File: config.mk
export PLATFORM = sky130hd
export DESIGN_NAME = scs_clock_ctrl
export DESIGN_NICKNAME = d
export VERILOG_FILES = /design/src/scs_pkg.sv /design/src/scs_clock_ctrl.sv
export SDC_FILE = /design/constraint.sdc
export NUM_CORES = 1
export LEC_CHECK = 0
export ABC_AREA = 1
export ABC_CLOCK_PERIOD_IN_PS = 3000
export CORE_AREA = 2 2 127 129
export DETAILED_ROUTE_END_ITERATION = 7
export DIE_AREA = 0 0 129 131
export DONT_BUFFER_PORTS = 1
export PLACE_DENSITY_LB_ADDON = 0.15
export SETUP_SLACK_MARGIN = 0.15
export SYNTH_ARGS = -nofsm -noshare
export SYNTH_HDL_FRONTEND = slang
export SYNTH_SLANG_ARGS = --single-unit
File: constraint.sdc
create_clock -name sys_clk -period 3 [get_ports sys_clk]
set_clock_uncertainty 0.2 [all_clocks]
set_input_delay 0.15 -clock sys_clk [delete_from_list [all_inputs] [get_ports sys_clk]]
set_output_delay 0.15 -clock sys_clk [all_outputs]
set_load 0.02 [all_outputs]
File: src/scs_pkg.sv
// shared constants and types for the system clock select and wake block
package scs_pkg;

  // register map
  localparam logic [3:0] ADDR_MODE_CTRL  = 4'h0;
  localparam logic [3:0] ADDR_CLK_FLAGS  = 4'h1;

  // mode control field positions
  localparam int unsigned MODE_DIV_HI    = 7;
  localparam int unsigned MODE_DIV_LO    = 5;
  localparam int unsigned MODE_QWAKE     = 4;
  localparam int unsigned MODE_LO_READY  = 3;
  localparam int unsigned MODE_HI_READY  = 2;
  localparam int unsigned MODE_IDLE_HALT = 1;
  localparam int unsigned MODE_HI_SEL    = 0;

  // clock flags field positions
  localparam int unsigned FLAG_KEEP_CLK  = 7;
  localparam int unsigned FLAG_RST_HI    = 2;

  // reset values
  localparam logic [2:0] RST_DIV_SEL     = 3'h0;
  localparam logic       RST_QWAKE       = 1'b0;
  localparam logic       RST_IDLE_HALT   = 1'b1;
  localparam logic       RST_HI_SEL      = 1'b1;
  localparam logic       RST_KEEP_CLK    = 1'b0;
  localparam logic [2:0] RST_RST_FLAGS   = 3'h0;

  // divider select codes
  localparam logic [2:0] DIV_FAST_MIN    = 3'h2;
  localparam logic [2:0] DIV_TOP_CODE    = 3'h7;
  localparam logic [3:0] SEL_SUB         = 4'h0;
  localparam logic [3:0] SEL_FULL        = 4'h8;

  // stabilisation counts in oscillator cycles
  localparam logic [10:0] CNT_HI_XTAL    = 11'h400;
  localparam logic [10:0] CNT_HI_RC      = 11'h010;
  localparam logic [10:0] CNT_LO_XTAL    = 11'h400;
  localparam logic [10:0] CNT_LO_RC      = 11'h002;
  localparam logic [1:0]  CNT_WAKE_SHORT = 2'h2;

  // operating states
  typedef enum logic [7:0] {
    ST_PWRUP = 8'h01,
    ST_RUN   = 8'h02,
    ST_DEEP  = 8'h04,
    ST_SLP1  = 8'h08,
    ST_IDL0  = 8'h10,
    ST_IDL1  = 8'h20,
    ST_WAKE  = 8'h40,
    ST_SPARE = 8'h80
  } scs_state_t;

endpackage
File: src/scs_clock_ctrl.sv
// system clock selection, halt modes and wake-up sequencing
//
// Chosen here: the plain strobed port and the register offsets.
`timescale 1ns/1ps
`default_nettype none

module scs_clock_ctrl
  import scs_pkg::*;
(
  // clock and reset
  input  wire logic       sys_clk,
  input  wire logic       srst,
  // register port
  input  wire logic [3:0] regAddr,
  input  wire logic [7:0] regWrData,
  input  wire logic       regWrEn,
  input  wire logic       regRdEn,
  output logic      [7:0] regRdData,
  // oscillator levels and configuration
  input  wire logic       fastOscClk,
  input  wire logic       subOscClk,
  input  wire logic       highIsCrystal,
  input  wire logic       lowIsCrystal,
  input  wire logic       watchdogEnable,
  input  wire logic       lvDetectEnable,
  // cpu events
  input  wire logic       haltReq,
  input  wire logic       wakeReq,
  // clock and status outputs
  output logic            sysClkOut,
  output logic            fastOscEnable,
  output logic            subOscEnable,
  output logic            cpuRun,
  output logic            highOscReady,
  output logic            lowOscReady,
  output logic            powerDownFlagSet,
  output logic            watchdogExpiredClr
);

  typedef struct packed {
    scs_state_t  state;
    logic [2:0]  divSel;
    logic        quickWake;
    logic        idleOnHalt;
    logic        highSel;
    logic        keepClk;
    logic [2:0]  rstFlags;
    logic [10:0] hiCnt;
    logic [10:0] loCnt;
    logic        hiRdy;
    logic        loRdy;
    logic [1:0]  wakeCnt;
    logic        wakeOnSub;
    logic        wakeShort;
    logic        fastPrev;
    logic        subPrev;
    logic [5:0]  divCnt;
    logic [3:0]  curSel;
    logic        gate;
    logic        sysClk;
    logic        fastEn;
    logic        subEn;
    logic [7:0]  rdData;
    logic        pdfSet;
    logic        toClr;
  } scs_regs_t;

  scs_regs_t st_ff;
  scs_regs_t nxt_st;

  logic        fastRise;
  logic        subRise;
  logic        fastWanted;
  logic [3:0]  wantSel;
  logic [10:0] hiTarget;
  logic [10:0] loTarget;
  logic        gateWant;
  logic        wakeTick;
  logic        wakeDone;

  ////////////////////////////////////////////////////////////////////////////
  // level of a candidate clock source
  function automatic logic srcLevel(input logic [3:0] sel, input logic [5:0] div,
                                    input logic fastLvl, input logic subLvl);
    logic [2:0] bitIdx;
    bitIdx = 3'h0;
    if (sel == SEL_FULL) begin
      srcLevel = fastLvl;
    end else if (sel[2:0] < DIV_FAST_MIN) begin
      srcLevel = subLvl;
    end else begin
      bitIdx   = DIV_TOP_CODE - sel[2:0];
      srcLevel = div[bitIdx];
    end
  endfunction

  ////////////////////////////////////////////////////////////////////////////
  // next-state logic
  always_comb begin
    nxt_st        = st_ff;
    nxt_st.pdfSet = 1'b0;
    nxt_st.toClr  = 1'b0;
    nxt_st.rdData = 8'h00;

    fastRise        = fastOscClk & ~st_ff.fastPrev;
    subRise         = subOscClk & ~st_ff.subPrev;
    nxt_st.fastPrev = fastOscClk;
    nxt_st.subPrev  = subOscClk;

    fastWanted = st_ff.highSel | (st_ff.divSel >= DIV_FAST_MIN);
    hiTarget   = highIsCrystal ? CNT_HI_XTAL : CNT_HI_RC;
    loTarget   = lowIsCrystal ? CNT_LO_XTAL : CNT_LO_RC;

    // register writes
    if (regWrEn && regAddr == ADDR_MODE_CTRL) begin
      nxt_st.divSel     = regWrData[MODE_DIV_HI:MODE_DIV_LO];
      nxt_st.quickWake  = regWrData[MODE_QWAKE];
      nxt_st.idleOnHalt = regWrData[MODE_IDLE_HALT];
      nxt_st.highSel    = regWrData[MODE_HI_SEL];
    end
    if (regWrEn && regAddr == ADDR_CLK_FLAGS) begin
      nxt_st.keepClk  = regWrData[FLAG_KEEP_CLK];
      nxt_st.rstFlags = regWrData[FLAG_RST_HI:0];
    end

    // register reads, data one cycle later
    if (regRdEn && regAddr == ADDR_MODE_CTRL) begin
      nxt_st.rdData = {st_ff.divSel, st_ff.quickWake, st_ff.loRdy, st_ff.hiRdy,
                       st_ff.idleOnHalt, st_ff.highSel};
    end else if (regRdEn && regAddr == ADDR_CLK_FLAGS) begin
      nxt_st.rdData = {st_ff.keepClk, 4'h0, st_ff.rstFlags};
    end

    // operating state
    wakeTick = (st_ff.wakeOnSub || !fastWanted) ? subRise : fastRise;
    wakeDone = 1'b0;
    case (st_ff.state)
      ST_PWRUP: begin
        if (st_ff.hiRdy) begin
          nxt_st.state = ST_RUN;
        end
      end
      ST_RUN: begin
        if (haltReq) begin
          nxt_st.pdfSet = 1'b1;
          nxt_st.toClr  = 1'b1;
          if (st_ff.idleOnHalt) begin
            nxt_st.state = st_ff.keepClk ? ST_IDL1 : ST_IDL0;
          end else if (lvDetectEnable || watchdogEnable) begin
            nxt_st.state = ST_SLP1;
          end else begin
            nxt_st.state = ST_DEEP;
          end
        end
      end
      ST_IDL1: begin
        if (wakeReq) begin
          nxt_st.state     = ST_WAKE;
          nxt_st.wakeCnt   = 2'h0;
          nxt_st.wakeShort = 1'b1;
          nxt_st.wakeOnSub = 1'b0;
        end
      end
      ST_DEEP, ST_SLP1, ST_IDL0: begin
        if (wakeReq) begin
          nxt_st.state     = ST_WAKE;
          nxt_st.wakeCnt   = 2'h0;
          nxt_st.wakeShort = 1'b0;
          nxt_st.wakeOnSub = fastWanted && highIsCrystal && st_ff.quickWake &&
                             st_ff.state != ST_DEEP && st_ff.subEn;
        end
      end
      ST_WAKE: begin
        if (wakeTick && st_ff.wakeCnt != CNT_WAKE_SHORT) begin
          nxt_st.wakeCnt = st_ff.wakeCnt + 2'h1;
        end
        if (st_ff.wakeShort || st_ff.wakeOnSub) begin
          wakeDone = st_ff.wakeCnt == CNT_WAKE_SHORT;
        end else if (fastWanted) begin
          wakeDone = st_ff.hiRdy;
        end else begin
          wakeDone = st_ff.loRdy;
        end
        if (wakeDone) begin
          nxt_st.state = ST_RUN;
        end
      end
      default: begin
        nxt_st.state = ST_RUN;
      end
    endcase

    // oscillator enables
    nxt_st.fastEn = (st_ff.state == ST_PWRUP) ||
                    (fastWanted && (st_ff.state == ST_RUN || st_ff.state == ST_IDL1 ||
                                    st_ff.state == ST_WAKE));
    nxt_st.subEn  = st_ff.state != ST_DEEP;

    // stabilisation counters
    if (!st_ff.fastEn) begin
      nxt_st.hiCnt = 11'h000;
    end else if (fastRise && st_ff.hiCnt < hiTarget) begin
      nxt_st.hiCnt = st_ff.hiCnt + 11'h001;
    end
    if (!st_ff.subEn) begin
      nxt_st.loCnt = 11'h000;
    end else if (subRise && st_ff.loCnt < loTarget) begin
      nxt_st.loCnt = st_ff.loCnt + 11'h001;
    end
    nxt_st.hiRdy = nxt_st.fastEn && (nxt_st.hiCnt >= hiTarget);
    nxt_st.loRdy = nxt_st.subEn && (nxt_st.loCnt >= loTarget);

    // fast clock divider chain
    if (fastRise) begin
      nxt_st.divCnt = st_ff.divCnt + 6'h01;
    end

    // glitch-free source mux: switch only while both levels are low
    wantSel  = !(fastWanted && st_ff.hiRdy) ? SEL_SUB :
               (st_ff.highSel ? SEL_FULL : {1'b0, st_ff.divSel});
    gateWant = st_ff.state == ST_RUN || st_ff.state == ST_IDL1;
    if (!st_ff.sysClk &&
        !srcLevel(wantSel, st_ff.divCnt, fastOscClk, subOscClk)) begin
      nxt_st.curSel = wantSel;
    end
    // open the gate only while the selected source is low, so no short high phase
    if (!st_ff.sysClk &&
        (!gateWant || !srcLevel(nxt_st.curSel, nxt_st.divCnt, fastOscClk, subOscClk))) begin
      nxt_st.gate = gateWant;
    end
    nxt_st.sysClk = nxt_st.gate &&
                    srcLevel(nxt_st.curSel, nxt_st.divCnt, fastOscClk, subOscClk);
  end

  ////////////////////////////////////////////////////////////////////////////
  // state register
  always_ff @(posedge sys_clk) begin
    if (srst) begin
      st_ff            <= '0;
      st_ff.state      <= ST_PWRUP;
      st_ff.divSel     <= RST_DIV_SEL;
      st_ff.quickWake  <= RST_QWAKE;
      st_ff.idleOnHalt <= RST_IDLE_HALT;
      st_ff.highSel    <= RST_HI_SEL;
      st_ff.keepClk    <= RST_KEEP_CLK;
      st_ff.rstFlags   <= RST_RST_FLAGS;
      st_ff.curSel     <= SEL_FULL;
    end else begin
      st_ff <= nxt_st;
    end
  end

  ////////////////////////////////////////////////////////////////////////////
  // outputs
  assign regRdData          = st_ff.rdData;
  assign sysClkOut          = st_ff.sysClk;
  assign fastOscEnable      = st_ff.fastEn;
  assign subOscEnable       = st_ff.subEn;
  assign cpuRun             = st_ff.state == ST_RUN;
  assign highOscReady       = st_ff.hiRdy;
  assign lowOscReady        = st_ff.loRdy;
  assign powerDownFlagSet   = st_ff.pdfSet;
  assign watchdogExpiredClr = st_ff.toClr;

endmodule

`default_nettype wire

==> results.md <==
- Status: finished clean
- GRT Resource Usage Total: 12.0%
- CP Class: reg2reg
- Leakage: 1.86 nW
- Routed Antenna Nets: 0
- Endpoint, Worst Hold: st_ff[13]
- Max Root-Sink Buffers: 2
- CTS tree: done
- Number of remaining DRC errors: 0
- Area Overhead vs Synth: 19.8%
- Synth top area cells: dfxtp_1 37%, nand2_1 7.5%, nor2_1 7.4%
- Setup Fix Bufs, Post-CTS: 0
- Fmax achieved: 0.379 GHz
- Worst-path clk slew: 0.06 ns
- CP required: between 3 and 4 ns
- Share of post-route cells with drive strength above 1: 13.5%
- Die X: 129 um
- Flops & latches, synth: 70
- Total CTS buffers: 9
- Hold depth: 5
- Placer congestion estimate: approximately 0.82
- Most crowded layer after global routing: met2
- Die ar.: 0.0169 mm^2
- Worst slew pin tran: 0.510 ns
- Crit end category: flop
- Buffers added on ports: 0
- RR Endpoint: highOscReady
- DP HPWL: about 6.9 mm
- Synth top cells by count: 76 x nand2_1, 75 x nor2_1, 70 x dfxtp_1, 70 x inv_1, 43 x nand3_1
- Most common cell in the netlist: nand2_1
- Initial antenna violation count: 0
- Via Count: ~3,300
- Seq/Total Area, Yosys: a little under two fifths
- CP Launch Type: flop
- Syn Nets: about 570
- HP Start: fastOscClk
- CP Data Arrival Time: 2.68 ns
- Yosys top cell area share: a little under two fifths
- Synthesized instance count: 531
- Nets: 585
- Total gr overflow: 0
- Max Slew Vio Count: 0
- Slowest cell on crit path: dfxtp_1
- Met2 usage: about a fifth
- Worst R2R Start: st_ff[50]
- Crit-path most repeated cell: nand2_1
- Worst Hold Class: in2reg
- Reg-to-reg setup timing slack: 0.36 ns
- WL final: 9.45 mm
- Wire per inst: 12.2 um
- Mapped Area: between 0.003 and 0.004 mm^2
- Final Setup Violations: 0
- Power per cell area: 591 mW/mm^2
- RSZ-0062 raised after global routing: no
- Vias/cell: 4.30
- Max-cap violations: 0
- Max IR drop VDD: 0.236 mV
- Distinct cells, synth: 47
- Die Ht: between 100 and 150 um
- Iteration-0 DRC Markers: 146
- Final Cycle Share: 88.1%
- Area leader, netlist: dfxtp_1
- Syn Area/Cell: 7.16 um^2
- Total power: 0.00269 W
- Antenna fix cells: 0
- Max-slew headroom: 65.7%
- Worst Reg2Reg Path Length in Cells: 15
- Hold Vio Cnt, Final: 0
- Vias in the first global route: between 3,000 and 4,000
- Most used DFF post-synth: dfxtp_1
- Async SR Flop Fraction: 0%
- TritonRoute pass-1 iters: 4
- Crit-path cells: inv_2 > nand4_1 > o41ai_2 > nand2_1 > nor2_2 > nand4_1 > nor3b_2 > nor3_1 > ha_1 > nand2_1 > inv_2 > a21oi_2 > nand3_1 > nand2_1 > inv_1
- Clk_lat worst skew: ~0.34 ns
- Fin Setup TNS: 0 ns
- IO Pins: 40
- CP max FO: 4
- FP Rows: 46
- Core ar.: 0.0156 mm^2
- Fin util: 29.2%
- M3 GR Usage: between 3 and 4%
- First-pass GRT wire length: 15.6 mm
- Crit-path max cell delay: 0.33 ns
- Pin count of the biggest net entering global routing: 48
- Post-synth EDFFs: 0
- CTS Sinks: 70
- Yosys warns: 0
- Initial core utilization: around 24%
- Htree depth: 3
- GRT met1 Usage: between 10% and 20%
- Clock period minus worst slack: 2.64 ns
- Root buffer cell: clkbuf_16
## report_power, final
group | switching, W | leakage [nW] | internal [W]
sequential | 0.0000619 | 0.568 | 0.00101
combinational | 0.000390 | 1.15 | 0.000207
clock | 0.000402 | 0.142 | 0.000625
total | 0.000854 | 1.86 | 0.00184
## worst max-delay path by stage
stage / start / cells past startpoint / to / slack (ns)
floorplan: st_ff[51] / 16 / highOscReady / 0.53
global placement: st_ff[50] / 16 / highOscReady / 0.42
detailed placement: st_ff[51] / 16 / highOscReady / 0.38
CTS: fastOscClk / 17 / highOscReady / 0.32
global route: st_ff[52] / 15 / highOscReady / 0.11
finish: st_ff[50] / 15 / highOscReady / 0.36
## final cells by class
cell class	count	area (um^2)
inverters	87	350
flip-flops and latches	70	1400
repair buffers	28	288
fillers	1700	11000
clock inverters	3	17.5
multi-input cells	355	1960
well taps	216	270
clock buffers	13	270
## flip-flops by register name, summed over array words and instances (netlist names)
signal,cells
st_ff,56
regRdData,8
fastOscEnable,1
highOscReady,1
lowOscReady,1
powerDownFlagSet,1
subOscEnable,1
sysClkOut,1
## worst max-delay path, delay by kind of cell (launching register included)
family / cells / cell delay [ns]
compound gates: 2 / 0.46
fa+ha+maj: 1 / 0.32
buf+inv: 3 / 0.16
flops: 1 / 0.33
simple gates: 9 / 1.07
## timing repair
item / CTS / global route
resized for setup: 0 / 9
endpoints found under the setup margin: 0 / 1
hold buffers: 24 / 0
hold endpoints to repair: 66 / 0
## through the flow
stage	setup WS, ns	std cells	hold WS (ns)	instance area (um^2)
final	0.358	772	0.00821	4560
after global routing	0.115	772	0.0440	4560
after CTS	0.320	772	0.00303	4540
after detailed placement	0.380	732	0.0258	3990
after global placement	0.416	732	0.0241	3990
after floorplan	0.528	531	0.0456	3800
## layout by cell type (no fill, tap or decap), types with 3 or more instances in the layout
cell type      synthesis  layout
buf_4                  9       4
nor4_1                 8       8
nand3_2                6       6
dfxtp_1               70      70
nand2_4                6       6
ha_1                  10      10
nand2_2                4       4
o22ai_1                4       4
xor2_1                12      12
a21oi_1               26      25
nand3b_1               3       3
nand2_1               76      76
inv_1                 70      67
clkbuf_8               0       3
nor2_2                 4       4
a211oi_1               3       3
inv_2                 13      15
nand4_1               10      10
nor2_1                75      75
o21ai_1               11      12
dlygate4sd3_1          0      23
nand3_1               43      43
o21ai_0               21      20
nor3_1                11      11
clkbuf_16              0       9
## metal layers
metal  wire, um  share of wire (%)
met1       4540                 48
met2       4380                 46
met3        359                3.8
met4        180                1.9
met5          0                  0
## cell families (layout without fill, tap and decap cells)
logic type / Yosys count / after routing / share of synthesized area, %
buf+inv: 106 / 131 / 12.1
compound gates: 74 / 74 / 11.0
simple gates: 257 / 257 / 33.5
flops: 70 / 70 / 36.8
xor+xnor: 14 / 14 / 3.22
fa+ha+maj: 10 / 10 / 3.29
Note: power is estimated with default switching activity, not from simulation.
